==> config.mk <==
export PLATFORM = sky130hd
export DESIGN_NAME = dmeir_ranging
export DESIGN_NICKNAME = d
export VERILOG_FILES = /design/src/verilog/dmeir_pkg.sv /design/src/verilog/dmeir_chan_sel.sv /design/src/verilog/dmeir_ranging.sv
export SDC_FILE = /design/constraint.sdc
export NUM_CORES = 1
export LEC_CHECK = 0
export ABC_AREA = 1
export BUFFER_PORTS_ARGS = -buffer_cell sky130_fd_sc_hd__buf_2
export CAP_MARGIN = 20
export CORE_ASPECT_RATIO = 0.5
export CORE_MARGIN = 4
export CORE_UTILIZATION = 55
export CTS_CLUSTER_SIZE = 25
export DETAILED_ROUTE_END_ITERATION = 10
export PLACE_DENSITY = 0.78
export SETUP_SLACK_MARGIN = 0.15
export SYNTH_ARGS = -nofsm -noshare
export SYNTH_HDL_FRONTEND = slang
export SYNTH_HIERARCHICAL = 1
export SYNTH_SLANG_ARGS = --single-unit
==> constraint.sdc <==
create_clock -name clk -period 6 [get_ports clk]
set_input_delay 1.2 -clock clk [delete_from_list [all_inputs] [get_ports clk]]
set_output_delay 1.2 -clock clk [all_outputs]
set_load 0.1 [all_outputs]
==> src/verilog/dmeir_pkg.sv <==
// Purpose: shared constants and carriers for interrogation and ranging
// Assumes: single 10 MHz clock, synchronous active-high reset
// Notes:   times kept in their own unit, cycle counts derived from them
package dmeir_pkg;
    // clock
    localparam int CLK_HZ        = 10_000_000;
    localparam int CLK_NS        = 1_000_000_000 / CLK_HZ;
    localparam int US_CYC        = 1000 / CLK_NS;
    // interrogation timing
    localparam int PAIR_RATE_HZ  = 30;
    localparam int PAIR_CYC      = CLK_HZ / PAIR_RATE_HZ;
    localparam int PER_W         = 19;
    localparam int TX_PW_NS      = 3500;
    localparam int TX_PW_CYC     = (TX_PW_NS + CLK_NS - 1) / CLK_NS;
    localparam int TX_SP_X_US    = 12;
    localparam int TX_SP_Y_US    = 36;
    localparam int TX_SP_X_CYC   = TX_SP_X_US * US_CYC;
    localparam int TX_SP_Y_CYC   = TX_SP_Y_US * US_CYC;
    localparam int BEACON_DLY_US = 50;
    localparam int DEAD_CYC      = BEACON_DLY_US * US_CYC;
    // reply decoding
    localparam int RX_SP_X_US    = 12;
    localparam int RX_SP_Y_US    = 30;
    localparam int RX_SP_X_CYC   = RX_SP_X_US * US_CYC;
    localparam int RX_SP_Y_CYC   = RX_SP_Y_US * US_CYC;
    localparam int RX_TOL_CYC    = 5;
    localparam int GAP_W         = 9;
    // ranging: round trip per tenth of a mile, 12.36 us per mile
    localparam int TENTH_NM_NS   = 1236;
    localparam int FRAC_W        = 11;
    localparam int RNG_W         = 12;
    localparam int RNG_TERM      = 2048;
    localparam int DIST_W        = 11;
    // reply validation
    localparam int GATE_TENTHS   = 5;
    localparam int CONFIRM       = 3;
    localparam int MISS_LIMIT    = 8;
    // channel plan
    localparam int CH_IDX_LAST   = 99;
    localparam int CH_LOW_LAST   = 42;
    localparam int TX_LOW_BASE   = 1041;
    localparam int TX_HIGH_BASE  = 1051;
    localparam int IF_MHZ        = 63;
    localparam int MHZ_W         = 11;

    // selected channel; synthesizer word is in 0.5 MHz units
    typedef struct packed {
        logic             valid;
        logic             is_y;
        logic [MHZ_W-1:0] tx_mhz;
        logic [MHZ_W-1:0] rx_mhz;
        logic [MHZ_W-1:0] synth_half_mhz;
    } dmeir_chan_s;

    // display carrier
    typedef struct packed {
        logic                     speed_and_time_view;
        logic                     dist_valid;
        logic [DIST_W-1:0]        dist_tenths;
        logic signed [DIST_W:0]   closure_tenths;
    } dmeir_view_s;
endpackage : dmeir_pkg

==> src/verilog/dmeir_chan_sel.sv <==
// Purpose: channel selection from panel digits or remote 2-of-5 lines
// Assumes: inputs synchronous to clk
// Notes:   output registered; invalid selection clears valid
`timescale 1ns/1ps
`default_nettype none
module dmeir_chan_sel
    import dmeir_pkg::*;
(
    // clock and reset
    input  wire logic       clk,
    input  wire logic       srst,
    // panel selectors
    input  wire logic [3:0] pnl_mhz_digit,
    input  wire logic [3:0] pnl_tenth,
    input  wire logic       pnl_half,
    // remote channeling
    input  wire logic       rmt_sel,
    input  wire logic [4:0] rmt_mhz_code,
    input  wire logic [4:0] rmt_tenth_code,
    input  wire logic       rmt_half,
    // result
    output dmeir_chan_s     chan,
    output logic            chan_err
);
    // 2-of-5 line code to {ok, digit}
    function automatic logic [4:0] two_of_five(input logic [4:0] c);
        logic [4:0] r;
        r = 5'h00;
        case (c)
            5'b00011: r = 5'h10;
            5'b00101: r = 5'h11;
            5'b00110: r = 5'h12;
            5'b01001: r = 5'h13;
            5'b01010: r = 5'h14;
            5'b01100: r = 5'h15;
            5'b10001: r = 5'h16;
            5'b10010: r = 5'h17;
            5'b10100: r = 5'h18;
            5'b11000: r = 5'h19;
            default:  r = 5'h00;
        endcase
        return r;
    endfunction : two_of_five

    logic [4:0]       rm_d, rt_d;
    logic [3:0]       mhz, tenth;
    logic             half, ok;
    logic [6:0]       idx;
    logic [MHZ_W-1:0] tx;
    dmeir_chan_s      chan_d;
    logic             err_d;

    always_comb
    begin
        rm_d   = two_of_five(rmt_mhz_code);
        rt_d   = two_of_five(rmt_tenth_code);
        mhz    = rmt_sel ? rm_d[3:0] : pnl_mhz_digit;
        tenth  = rmt_sel ? rt_d[3:0] : pnl_tenth;
        half   = rmt_sel ? rmt_half : pnl_half;
        ok     = rmt_sel ? (rm_d[4] & rt_d[4]) : 1'b1;
        ok     = ok && (mhz <= 4'h9) && (tenth <= 4'h9);
        // digit 8,9 -> 108,109; 0..7 -> 110..117
        idx    = (mhz >= 4'h8) ? 7'(mhz - 4'h8) : 7'(mhz + 4'h2);
        idx    = 7'(idx * 7'd10 + 7'(tenth));
        ok     = ok && (idx <= 7'(CH_IDX_LAST));
        tx     = (idx <= 7'(CH_LOW_LAST)) ? MHZ_W'(TX_LOW_BASE + int'(idx))
                                          : MHZ_W'(TX_HIGH_BASE + int'(idx));
        chan_d.valid  = ok;
        chan_d.is_y   = half;
        chan_d.tx_mhz = tx;
        chan_d.rx_mhz = ((idx <= 7'(CH_LOW_LAST)) ^ half) ? MHZ_W'(tx - MHZ_W'(IF_MHZ))
                                                          : MHZ_W'(tx + MHZ_W'(IF_MHZ));
        // synthesizer at half the transmit frequency
        chan_d.synth_half_mhz = tx;
        err_d  = !ok;
    end

    // registered channel word
    always_ff @(posedge clk)
    begin
        if (srst)
        begin
            chan     <= '0;
            chan_err <= 1'b0;
        end
        else
        begin
            chan     <= chan_d;
            chan_err <= err_d;
        end
    end
endmodule : dmeir_chan_sel
`default_nettype wire

==> src/verilog/dmeir_ranging.sv <==
// Purpose: interrogation pair generation, reply decode and ranging
// Assumes: 10 MHz clock; rx_pulse is detected reply video, synchronous
// Notes:   distance in tenths of a nautical mile, held across misses
`timescale 1ns/1ps
`default_nettype none
module dmeir_ranging
    import dmeir_pkg::*;
#(
    parameter int PAIR_PERIOD = PAIR_CYC
)
(
    // clock and reset
    input  wire logic       clk,
    input  wire logic       srst,
    // channel selectors
    input  wire logic [3:0] pnl_mhz_digit,
    input  wire logic [3:0] pnl_tenth,
    input  wire logic       pnl_half,
    input  wire logic       rmt_sel,
    input  wire logic [4:0] rmt_mhz_code,
    input  wire logic [4:0] rmt_tenth_code,
    input  wire logic       rmt_half,
    // display mode
    input  wire logic       speed_and_time_view,
    // radio link
    output logic            tx_pulse,
    input  wire logic       rx_pulse,
    // results
    output dmeir_chan_s     chan,
    output logic            chan_err,
    output dmeir_view_s     view,
    output logic            meas_strobe
);
    typedef enum logic [2:0] {
        ST_TX     = 3'b001,
        ST_SEARCH = 3'b010,
        ST_DONE   = 3'b100
    } dmeir_state_e;

    localparam logic [PER_W-1:0]  PER_LAST = PER_W'(PAIR_PERIOD - 1);
    localparam logic [PER_W-1:0]  PW_P     = PER_W'(TX_PW_CYC);
    localparam logic [PER_W-1:0]  SPX_P    = PER_W'(TX_SP_X_CYC);
    localparam logic [PER_W-1:0]  SPY_P    = PER_W'(TX_SP_Y_CYC);
    localparam logic [PER_W-1:0]  DEAD_P   = PER_W'(DEAD_CYC);
    localparam logic [GAP_W-1:0]  GAP_MAX  = '1;
    localparam logic [FRAC_W-1:0] STEP_P   = FRAC_W'(CLK_NS);
    localparam logic [FRAC_W-1:0] TENTH_P  = FRAC_W'(TENTH_NM_NS);
    localparam logic [RNG_W-1:0]  TERM_P   = RNG_W'(RNG_TERM);

    // distance between two range readings
    function automatic logic [DIST_W-1:0] absdiff(input logic [DIST_W-1:0] a,
                                                  input logic [DIST_W-1:0] b);
        return (a > b) ? DIST_W'(a - b) : DIST_W'(b - a);
    endfunction : absdiff

    // channel source
    dmeir_chan_sel u_chan (
        .clk            (clk),
        .srst           (srst),
        .pnl_mhz_digit  (pnl_mhz_digit),
        .pnl_tenth      (pnl_tenth),
        .pnl_half       (pnl_half),
        .rmt_sel        (rmt_sel),
        .rmt_mhz_code   (rmt_mhz_code),
        .rmt_tenth_code (rmt_tenth_code),
        .rmt_half       (rmt_half),
        .chan           (chan),
        .chan_err       (chan_err)
    );

    logic [PER_W-1:0]  per_q, per_d, sp_q;
    logic              launch, y_q, y_d, en_q, en_d, tx_q, tx_d;
    dmeir_state_e      state_q, state_d;
    logic [FRAC_W-1:0] frac_q, frac_d, frac_sum;
    logic [RNG_W-1:0]  rng_q, rng_d;
    logic              tick, term;
    logic              rx_prev_q;
    logic [GAP_W-1:0]  gap_q, gap_d, rsp;
    logic              rise, pair_hit;
    logic [DIST_W-1:0] cand_q, cand_d, dist_q, dist_d;
    logic [1:0]        hits_q, hits_d;
    logic [3:0]        miss_q, miss_d;
    logic              locked_q, locked_d, dval_q, dval_d;
    logic              near, accept, meas_q, view_q;
    logic signed [DIST_W:0] clos_q, clos_d;

    // free-running pair period, launch at count zero
    always_comb
    begin
        per_d  = (per_q == PER_LAST) ? '0 : PER_W'(per_q + 1'b1);
        launch = (per_q == '0);
    end

    // spacing and channel latched at launch
    always_comb
    begin
        y_d  = launch ? chan.is_y : y_q;
        en_d = launch ? chan.valid : en_q;
        // two windows of 3.5 us each
        // enable taken straight from launch, so the first pulse is full width
        tx_d = en_d && ((per_q < PW_P) ||
                        ((per_q >= sp_q) && (per_q < PER_W'(sp_q + PW_P))));
    end

    always_ff @(posedge clk)
    begin
        if (srst)
        begin
            per_q <= '0;
            y_q   <= 1'b0;
            en_q  <= 1'b0;
            sp_q  <= SPX_P;
            tx_q  <= 1'b0;
        end
        else
        begin
            per_q <= per_d;
            y_q   <= y_d;
            en_q  <= en_d;
            sp_q  <= y_d ? SPY_P : SPX_P;
            tx_q  <= tx_d;
        end
    end

    // fractional tick: 100 ns steps against 1236 ns per tenth
    always_comb
    begin
        frac_sum = FRAC_W'(frac_q + STEP_P);
        tick     = (state_q == ST_SEARCH) && (frac_sum >= TENTH_P);
        // terminal count of the search counters
        term     = (state_q == ST_SEARCH) && (rng_q == TERM_P);
    end

    // reply pair decoder on rising-edge spacing
    always_comb
    begin
        rise     = rx_pulse && !rx_prev_q;
        rsp      = y_q ? GAP_W'(RX_SP_Y_CYC) : GAP_W'(RX_SP_X_CYC);
        gap_d    = rise ? GAP_W'(1) : ((gap_q == GAP_MAX) ? gap_q : GAP_W'(gap_q + 1'b1));
        if (launch)
            gap_d = GAP_MAX;
        pair_hit = rise && (state_q == ST_SEARCH) && !term &&
                   (gap_q >= GAP_W'(rsp - GAP_W'(RX_TOL_CYC))) &&
                   (gap_q <= GAP_W'(rsp + GAP_W'(RX_TOL_CYC)));
    end

    // accept only a reply at a confirmed, stable range
    always_comb
    begin
        near   = (hits_q != 2'd0) &&
                 (absdiff(rng_q[DIST_W-1:0], cand_q) <= DIST_W'(GATE_TENTHS));
        // lone squitter never reaches the confirm count
        accept = pair_hit && near &&
                 (locked_q || (hits_q == 2'(CONFIRM - 1)));
    end

    // ranging state and counters
    always_comb
    begin
        state_d = state_q;
        frac_d  = frac_q;
        rng_d   = rng_q;
        unique case (state_q)
            ST_TX:
            begin
                // search opens one beacon delay after second pulse
                if (en_q && (per_q == PER_W'(sp_q + DEAD_P)))
                begin
                    state_d = ST_SEARCH;
                    frac_d  = '0;
                    rng_d   = '0;
                end
            end
            ST_SEARCH:
            begin
                frac_d = tick ? FRAC_W'(frac_sum - TENTH_P) : frac_sum;
                rng_d  = RNG_W'(rng_q + RNG_W'(tick));
                if (accept || term || (pair_hit && !locked_q))
                    state_d = ST_DONE;
            end
            ST_DONE:
            begin
                state_d = ST_DONE;
            end
        endcase
        if (launch)
        begin
            state_d = ST_TX;
            frac_d  = '0;
            rng_d   = '0;
        end
    end

    // validation, lock and distance
    always_comb
    begin
        cand_d   = cand_q;
        hits_d   = hits_q;
        locked_d = locked_q;
        miss_d   = miss_q;
        dist_d   = dist_q;
        dval_d   = dval_q;
        clos_d   = clos_q;
        if (pair_hit && !locked_q)
        begin
            cand_d = rng_q[DIST_W-1:0];
            hits_d = near ? 2'(hits_q + 1'b1) : 2'd1;
        end
        if (accept)
        begin
            // range ticks are tenths of a mile
            dist_d   = rng_q[DIST_W-1:0];
            cand_d   = rng_q[DIST_W-1:0];
            clos_d   = $signed({1'b0, rng_q[DIST_W-1:0]}) - $signed({1'b0, dist_q});
            locked_d = 1'b1;
            dval_d   = 1'b1;
            miss_d   = '0;
        end
        // miss keeps distance; lock dropped only after many
        if (term)
        begin
            miss_d = 4'(miss_q + 1'b1);
            if (miss_q == 4'(MISS_LIMIT - 1))
            begin
                locked_d = 1'b0;
                hits_d   = '0;
                dval_d   = 1'b0;
                miss_d   = '0;
            end
        end
    end

    always_ff @(posedge clk)
    begin
        if (srst)
        begin
            state_q   <= ST_TX;
            frac_q    <= '0;
            rng_q     <= '0;
            rx_prev_q <= 1'b0;
            gap_q     <= GAP_MAX;
            cand_q    <= '0;
            hits_q    <= '0;
            locked_q  <= 1'b0;
            miss_q    <= '0;
            dist_q    <= '0;
            dval_q    <= 1'b0;
            clos_q    <= '0;
            meas_q    <= 1'b0;
            view_q    <= 1'b0;
        end
        else
        begin
            state_q   <= state_d;
            frac_q    <= frac_d;
            rng_q     <= rng_d;
            rx_prev_q <= rx_pulse;
            gap_q     <= gap_d;
            cand_q    <= cand_d;
            hits_q    <= hits_d;
            locked_q  <= locked_d;
            miss_q    <= miss_d;
            dist_q    <= dist_d;
            dval_q    <= dval_d;
            clos_q    <= clos_d;
            meas_q    <= accept;
            view_q    <= speed_and_time_view;
        end
    end

    // outputs; frequency view reads chan alongside distance
    assign tx_pulse                 = tx_q;
    assign meas_strobe              = meas_q;
    assign view = '{speed_and_time_view: view_q,
                    dist_valid:          dval_q,
                    dist_tenths:         dist_q,
                    closure_tenths:      clos_q};

    // checks
    localparam int A_SPX = TX_SP_X_CYC + 1;
    localparam int A_SPY = TX_SP_Y_CYC + 1;
    logic [7:0] hi_cnt_q;
    always_ff @(posedge clk)
    begin
        hi_cnt_q <= (srst || !tx_q) ? 8'h00 : 8'(hi_cnt_q + 1'b1);
    end
endmodule : dmeir_ranging
`default_nettype wire

# After elaboration in Yosys (flattened, before gate mapping)
# Memories as Yosys holds them, arrays and structs flattened.
# Index checks and enable logic that the tools add are counted.
[totals] memories=2 ff_bits=146 rom_bits=320
[memory_table] name="(no name shown)" words=32 word_bits=5 rd=1 rd_ports_with_merged_regs=0 wr=0 line="dmeir_chan_sel.sv:29" source="case (c)"
[memory_table] name="(no name shown)" words=32 word_bits=5 rd=1 rd_ports_with_merged_regs=0 wr=0 line="dmeir_chan_sel.sv:29"
[op_classes] magnitude_cmp=13 n_reduce_logical=35 n_mul=1 n_bitwise=2 eq_ne=12 mux=37 addsub=21
[op_table] cell="$mux 11" count=7
[op_table] cell="$mux 9" count=4
[op_table] cell="$pmux 12 s2" count=1
[op_table] cell="$add 11x7->11 const A" count=2
[op_table] cell="$pmux 11 s2" count=1
[op_table] cell="$sub 11x11->11" count=2
[op_table] cell="$mux 4" count=5
[op_table] cell="$add 19x1->19 const B" count=1
[op_table] cell="$add 19x6->19 const B" count=1
[op_table] cell="$add 19x9->19 const B" count=1
[op_table] cell="$eq 19x19->1" count=1
[op_table] cell="$eq 19x19->1 const B" count=1
[op_table] cell="$ge 19x19->1" count=1
[op_table] cell="$logic_not 19->1" count=1
[op_table] cell="$lt 19x19->1" count=1
[op_table] cell="$lt 19x6->1 const B" count=1
[op_table] cell="$logic_and 1x1->1" count=17
[op_table] cell="$add 12x1->12" count=1
[op_table] cell="$eq 12x12->1 const B" count=1
[op_table] cell="$mux 12" count=1
[op_table] cell="$sub 11x11->12" count=1
[op_table] cell="$add 11x6->11 const B" count=1
[op_table] cell="$add 11x7->11 const B" count=1
[op_table] cell="$ge 11x11->1 const B" count=1
[op_table] cell="other kinds (40)" count=66

# Logic depth before layout (Yosys ltp)
# Gate-level depths: netlist of the first run.
[logic_depth] word_depth=12 ltp_mapped=42 depth_no_buf=42

# Hierarchy
# The synthesis of the first run kept the hierarchy.
[modules_own_cells] module="dmeir_ranging" area_per_inst_um2=6660.1 cells_per_inst=1006 seq_area_each_um2=2021.9 n_inst=1
[modules_own_cells] module="dmeir_chan_sel" area_per_inst_um2=2406.1 cells_per_inst=354 seq_area_each_um2=460.4 n_inst=1

# Worst setup path before layout of the first run
# OpenSTA, ideal clock, no wires.
[synth_path] kind="input-to-reg" from="input rmt_mhz_code[1]" to="register u_chan/chan[20] (netlist name)" path_slack_ns=0.328 arrival_ns=5.557 cell_stages=36 path_cell_list="inv_1 > ha_1 > nand3_2 > nand2_2 > nand2_1 > o21ai_0 > ha_1 > nand2_1 > nand2_1 > ha_1 > ha_1 > inv_1 > fa_1 > nor2_1 > nand2_2 > nand2_2 > nand2_4 > inv_6 > nand3_2 > nand2_2 > inv_1 > ha_1 > inv_1 > nand2_1 > nand2_1 > nand2_1 > xor2_1 > inv_1 > ha_1 > nand2_1 > o21ai_0 > a31oi_1 > inv_1 > nand2_1 > a21oi_1 > nor2_1"
[synth_lines] element="start, declared" line="dmeir_ranging.sv:20" source="input wire logic [4:0] rmt_mhz_code,"

==> impl_metrics.json, run 1 <==
{
  "die_x_um": 189.6,
  "power_density_mw_per_mm2": 352.2,
  "power.internal_w": 0.002004,
  "path_clk_slew_ns": 0.06,
  "pwr-share-clk": 0.285,
  "cp-end-kind": "flop",
  "fin_crit_sh": 0.9419,
  "drtIter0Drc": 717,
  "synth-edff-count": 0,
  "final_cell_mix": "nand2_1, inv_1, nor2_1, dfxtp_1, a21oi_1",
  "wire_per_inst_um": 13.27,
  "finalNonFillerCells": 1671,
  "synth_top_area_share": 0.2738,
  "coreArea_mm2": 0.01578,
  "cpPeakStageDelay_ns": 0.35,
  "cts_tree": "yes",
  "synthCells": 1360,
  "netSwitchingFraction": 0.4493,
  "synth_area_mm2": 0.009066,
  "grt_pass1_wl_um": 37090,
  "setup_viol": 0,
  "drv_slew": 0,
  "final.fill_count": 1391,
  "place_area_mm2": 0.009588,
  "timing_hold_violations_final": 0,
  "irDropWorstVdd_v": 0.0005681,
  "seq_power_share": 0.254,
  "die_area_mm2": 0.01873,
  "yosysWarningCount": 6,
  "ant_nets": 0,
  "synthTopCellsByArea": "dfxtp_1, nand2_1, ha_1, inv_1, nor2_1",
  "skew_ns": 0.008568,
  "cts_made_buffers": 17,
  "ys_seq_area_frac": 0.2738,
  "rows": 32,
  "vias": 8936,
  "worstPathArrival_ns": 5.98,
  "status": "completed",
  "grt-ovfl-total": 0,
  "cp_top_family": "simple AND/OR/NAND/NOR gates",
  "synth_seq_cells": 124,
  "num_antenna_cells": 0,
  "grt_max_degree": 32,
  "drc": 0,
  "viasPerCell": 5.348,
  "rsz0062_at_grt": "false",
  "synth_top_area_cell": "dfxtp_1",
  "drv_cap": 0,
  "leakage_nw": 5.123,
  "multiInputGateArea_mm2": 0.005599,
  "final_common_cell": "nand2_1",
  "yosysUniqueCellTypes": 58,
  "synth_area_per_cell_um2": 6.666,
  "grt_pass1_vias": 8333,
  "crit_slowest_cell": "fa_2",
  "grt_antenna_before_repair": 0,
  "place_hpwl_um": 16190,
  "drive_gt1_frac": 0.1593,
  "worst_pin_slew_ns": 0.9502,
  "async_reset_ff_frac": 0,
  "period_minus_slack_ns": 5.651,
  "switching_power_w": 0.001635,
  "crit_fanout": 5,
  "final_area_mm2": 0.01033,
  "grt_usage": 0.2332,
  "nNetsFinal": 1546,
  "relSlewSlack": 0.3644,
  "combPwrFrac": 0.461,
  "worst_ep_required_time_ns": 6.32,
  "cp_common_cell": "nand2_2",
  "clock-sinks": 124,
  "start_util": 0.5747,
  "synth-main-ff-cell": "dfxtp_1",
  "insertion_delay_ns": 0.42,
  "die_h_um": 98.79,
  "hp-class": "reg2reg",
  "worstSetupStartpointType": "input port",
  "critPathBufInv": 9,
  "cts.htree.levels": 4,
  "max_freq_ghz": 0.1770,
  "drt_wl_total_um": 22180,
  "seq_area_mm2": 0.002482,
  "crit_type": "in2reg",
  "placed_cells_incl_taps": 1636,
  "cts_buffer_depth": 2,
  "clockRootBuffer": "clkbuf_16",
  "drt_first_pass_iters": 6,
  "syn_to_final_growth_pct": 13.99,
  "io_buffers": 83,
  "num_io_pins": 88,
  "hold_buffers": 0,
  "place_congestion": 0.9475,
  "timing.hold.ws_ns": 0.4712,
  "r2r_slack_ns": 2.25
}
==> registers in the layout (all words and copies together), names as in the netlist, 4 cells and up <==
signal       cells
dist_q          11
rng_q           12
frac_q           9
per_q           19
cand_q          11
miss_q           4
u_chan/chan     22
clos_q          12
gap_q            9
==> Yosys cell counts (2+ instances only) <==
cell / number
nand2_1: 278
inv_1: 209
nor2_1: 144
dfxtp_1: 124
a21oi_1: 99
nand3_1: 94
ha_1: 79
o21ai_0: 65
nor3_1: 23
nand2_2: 22
xor2_1: 21
nand4_1: 19
inv_2: 18
buf_4: 17
o21ai_1: 15
clkbuf_1: 12
nand3_2: 11
o21bai_1: 9
nor2_2: 7
xnor2_1: 7
nand2_4: 6
a31oi_1: 5
buf_6: 5
o31ai_1: 5
or2_2: 5
buf_2: 4
fa_1: 4
nand3b_1: 4
a211oi_1: 3
and2_1: 3
nor3_2: 3
nor4_1: 3
o211ai_1: 3
o22ai_1: 3
a2111oi_0: 2
a21o_1: 2
buf_1: 2
clkinv_1: 2
nand3_4: 2
o21a_1: 2
o21ai_2: 2
==> cell families (layout without fill, tap and decap cells) <==
| kind of cell | Yosys count | after routing | share of synthesized area |
|---|---|---|---|
| AOI/OAI and AO/OA | 220 | 220 | 0.1336 |
| buffers and inverters | 271 | 357 | 0.1250 |
| other | 1 | 5 | 0.0004136 |
| xor gates and xnor gates | 29 | 29 | 0.02884 |
| adders and majority gates | 83 | 83 | 0.1179 |
| DFF | 124 | 124 | 0.2738 |
| and+or+nand+nor | 632 | 632 | 0.3205 |
==> area by class of cell <==
type	instances	share of cell area
clock inverters	12	0.01344
multi-input cells	969	0.5418
clock buffers	19	0.04383
flip-flops and latches	124	0.2402
well taps	221	0.02676
inverters	231	0.08511
repair buffers	95	0.04891
==> power groups by stage <==
stage	sequential, W	combinational [W]	clock (W)
floorplan	0.00131	0.000867	0
global placement	0.000943	0.00145	0
detailed placement	0.000940	0.00148	0
CTS	0.000925	0.00150	0.00106
global route	0.000932	0.00181	0.00110
finish	0.000925	0.00168	0.00104
==> per-layer routing <==
layer  global-route usage  part of all wire  wire (µm)
met5                    0                 0          0
met4              0.07556             0.018        408
met1               0.2921              0.45      10060
met3              0.04423             0.059       1300
met2               0.4085              0.47      10420
==> path summary, 6_finish.rpt <==
check / start / to / cells past startpoint
setup / recovery: rmt_mhz_code[1] / u_chan/chan[19] / 39
hold / removal: per_q[0] / per_q[0] / 1
setup reg to reg: rng_q[1] / cand_q[1] / 18
hold reg to reg: per_q[0] / per_q[0] / 1
==> through the flow <==
| step | setup slack, ns | TNS [ns] | utilization | power [W] |
|---|---|---|---|---|
| 6_report | 0.3489 | 0 | 0.6551 | 0.003640 |
| 5_1_grt | 0.07890 | 0 | 0.6551 | 0.003835 |
| 4_1_cts | 0.1959 | 0 | 0.6453 | 0.003484 |
| 3_5_place_dp | -0.1731 | -0.4539 | 0.6078 | 0.002417 |
| 3_3_place_gp | 0.04901 | 0 | 0.6078 | 0.002389 |
| 2_1_floorplan | 0.3278 | 0 | - | 0.002174 |
==> worst reg2reg max path, delay by kind of cell (launching register included) <==
family | cells | cell delay, ns
DFF | 1 | 0.58
buffers and inverters | 1 | 0.31
and+or+nand+nor | 16 | 2.19
adders and majority gates | 1 | 0.56
==> what timing repair did <==
| action | in CTS | in global routing |
|---|---|---|
| gates resized for setup | 1 | 26 |
| buffers inserted | 0 | 3 |
| pin swaps | 0 | 6 |
| setup endpoints to repair | 1 | 6 |
| endpoints found under the hold margin | 0 | 0 |
(Power assumes the default switching activity.)
==> run 2, diff against run 1 <==
--- a/config.mk
+++ b/config.mk
@@ -5,14 +5,14 @@
 export SDC_FILE = /design/constraint.sdc
 export NUM_CORES = 1
 export LEC_CHECK = 0
-export ABC_AREA = 1
 export BUFFER_PORTS_ARGS = -buffer_cell sky130_fd_sc_hd__buf_2
 export CAP_MARGIN = 20
-export CORE_ASPECT_RATIO = 0.5
+export CORE_ASPECT_RATIO = 1.1
 export CORE_MARGIN = 4
 export CORE_UTILIZATION = 55
 export CTS_CLUSTER_SIZE = 25
 export DETAILED_ROUTE_END_ITERATION = 10
+export GPL_ROUTABILITY_DRIVEN = 0
 export PLACE_DENSITY = 0.78
 export SETUP_SLACK_MARGIN = 0.15
 export SYNTH_ARGS = -nofsm -noshare
==> run 2 against run 1 <==
Compared with the run above:
- the run now ends with negative setup slack left
- via count shrank 4.9%
- synthesized cell count is 17% lower
- sequential power increased by 2%
- die area up 2.4%
- non-clock buffer count is 70 higher
- wire length increased by 3.7%
- combinational power up 44%
- area after synthesis grew 3.2%
- core utilization rose by 1.7 points
- sequential cell count did not move
- worst setup slack worse by 0.73 ns
- clock skew grew 0.0013 ns
- critical path type unchanged
- largest cell class unchanged
- largest power group unchanged
==> impl_metrics.json, run 2 <==
{
  "status": "finished with violations",
  "violations": "negative setup slack",
  "start_util": 0.5653,
  "ff2ff_path_depth": 17,
  "async_reset_ff_frac": 0,
  "coreArea_mm2": 0.01655,
  "synth-edff-count": 0,
  "crit_cells": 28,
  "die_h_um": 144.8,
  "drt_first_pass_iters": 5,
  "grt_antenna_before_repair": 0,
  "worstPathArrival_ns": 6.69,
  "crit_type": "in2reg",
  "crit_slowest_cell": "fa_2",
  "skew_ns": 0.009843,
  "final_cell_mix": "nor2_1, dfxtp_1, buf_2, buf_4, nand2_1",
  "cts_tree": "yes",
  "critPathBufInv": 4,
  "drv_slew": 0,
  "synthCells": 1124,
  "place_hpwl_um": 16400,
  "max_freq_ghz": 0.1567,
  "drt_wl_total_um": 22990,
  "wire_per_inst_um": 15.68,
  "viasPerCell": 5.799,
  "cp_top_family": "adder cells",
  "final.fill_count": 1272,
  "period_minus_slack_ns": 6.383,
  "drtIter0Drc": 595,
  "largest_reg_flops": 22,
  "fin_crit_sh": 1.064,
  "yosysUniqueCellTypes": 101,
  "worstSetupStartpointType": "input port",
  "die_x_um": 132.4,
  "drv_cap": 0,
  "drive_gt1_frac": 0.2425,
  "place_area_mm2": 0.01019,
  "insertion_delay_ns": 0.42,
  "cp-end-kind": "flop",
  "vias": 8502,
  "power_density_mw_per_mm2": 396.8,
  "power_w": 0.004412,
  "nNetsFinal": 1358,
  "rsz0062_at_grt": "true",
  "worstSetupStartpoint": "rmt_mhz_code[1]",
  "grt_usage": 0.2354,
  "grt_max_degree": 37,
  "worst_pin_slew_ns": 0.7844,
  "final_area_mm2": 0.01112,
  "netlist_top_cells_count": "nor2_1, dfxtp_1, ha_1",
  "synth-main-ff-cell": "dfxtp_1",
  "synth_area_mm2": 0.009358,
  "synth.most_common_cell": "nor2_1",
  "synth_area_per_cell_um2": 8.325,
  "ys_seq_area_frac": 0.2653,
  "largest-register": "u_chan/chan",
  "cts.htree.levels": 4,
  "setup_viol": 5,
  "synth_seq_cells": 124,
  "reg_top3": "u_chan/chan x22, per_q x19",
  "relSlewSlack": 0.4771,
  "leakage_nw": 4.799,
  "synthTopCellsByArea": "dfxtp_1, ha_1, nor2_1, mux2i_1, xnor2_1",
  "syn_to_final_growth_pct": 18.81,
  "seq_area_mm2": 0.002482,
  "setup_slack_ns": -0.3827,
  "setup.worst_path.end": "u_chan/chan[19]",
  "cts_buffer_depth": 2,
  "grt_pass1_wl_um": 37860,
  "num_antenna_cells": 0,
  "die_area_mm2": 0.01917,
  "clockRootBuffer": "clkbuf_16",
  "grt-ovfl-total": 0,
  "yosysWarningCount": 6,
  "grt_pass1_vias": 8242,
  "multiInputGateArea_mm2": 0.006420,
  "reg2reg_to": "rng_q[10]",
  "num_io_pins": 88,
  "timing_hold_violations_final": 0,
  "worst_ep_required_time_ns": 6.31,
  "cts_made_buffers": 17,
  "final_common_cell": "nor2_1",
  "r2r_slack_ns": 2.05,
  "crit_fanout": 5,
  "synth_top_area_cell": "dfxtp_1",
  "cp_common_cell": "ha_4",
  "synth_top_area_share": 0.2653,
  "hp-class": "reg2reg",
  "irDropWorstVdd_v": 0.0008157,
  "clock-sinks": 124,
  "drc": 0,
  "path_clk_slew_ns": 0.06,
  "rows": 49,
  "reg2reg_from": "frac_q[2]",
  "io_buffers": 83,
  "cpPeakStageDelay_ns": 0.47,
  "ant_nets": 0
}
-- run 2: cell count changes after synthesis, moves of 22 or more --
cell     previous run  this run
inv_1             209        77
nand3_1            94        35
nand2_2            22         0
nand2_1           278        73
mux2i_1             0        44
xnor2_1             7        43
a21oi_1            99        60
-- run 2: worst min path at each step --
stage | depth (start not counted) | slack, ns | endpoint | start
2_1_floorplan | 1 | 0.44 | per_q[0] | per_q[0]
3_3_place_gp | 2 | 0.45 | rng_q[11] | rng_q[11]
3_5_place_dp | 2 | 0.47 | rng_q[11] | rng_q[11]
4_1_cts | 2 | 0.47 | rng_q[11] | rng_q[11]
5_1_grt | 2 | 0.51 | hits_q[1] | hits_q[1]
6_report | 2 | 0.47 | rng_q[11] | rng_q[11]
-- run 2: layout make-up --
cell class / instances / area share
flip-flops and latches: 124 / 0.2233
clock inverters: 13 / 0.01485
clock buffers: 18 / 0.03950
repair buffers: 165 / 0.09532
well taps: 204 / 0.02296
inverters: 78 / 0.02667
multi-input cells: 864 / 0.5774
-- run 2: cell families after synthesis --
group / synth area share
simple gates: 0.2169
compound gates: 0.1837
buf+inv: 0.08397
flops: 0.2653
fa+ha+maj: 0.1142
xor+xnor: 0.07287
mux: 0.06271
other cells: 0.0004007
-- run 2: per-stage QoR --
stage / utilization / hold slack (ns) / setup TNS (ns) / setup slack [ns] / cells
detailed placement: 0.6154 / 0.4678 / -4.864 / -0.8965 / 1423
floorplan: - / 0.4411 / -1.723 / -0.5271 / 1128
finish: 0.6717 / 0.4729 / -1.303 / -0.3827 / 1466
CTS: 0.6624 / 0.4746 / -1.066 / -0.3479 / 1462
global placement: 0.6154 / 0.4534 / -2.946 / -0.6494 / 1423
global route: 0.6717 / 0.5111 / -2.534 / -0.5721 / 1466
-- run 2: metal layers --
| metal | share of wire | GRT usage | up-vias |
|---|---|---|---|
| met1 | 0.42 | 0.2661 | 4020 |
| met2 | 0.52 | 0.4458 | 250 |
| met3 | 0.049 | 0.04495 | 41 |
| li1 | - | - | 4191 |
| met5 | 0 | 0 | - |
| met4 | 0.019 | 0.08096 | 0 |
-- run 2: power breakdown --
| group | leakage (nW) | internal (W) | switching (W) |
|---|---|---|---|
| sequential | 1.01 | 0.000899 | 0.0000424 |
| clock | 0.285 | 0.000663 | 0.000390 |
| combinational | 3.51 | 0.000992 | 0.00142 |
| total | 4.80 | 0.00255 | 0.00186 |
-- run 2: tightest hold or removal path: stages (launching register included) --
cell and delay (ns):
dfxtp_1 0.31, nand3_1 0.06, a21oi_1 0.05
-- run 2: repair_timing --
action,in CTS,in global routing
pin swaps,14,12
buffers inserted,8,4
cloned,0,0
hold buffers,0,0
setup endpoints to repair,7,9
resized for setup,22,25
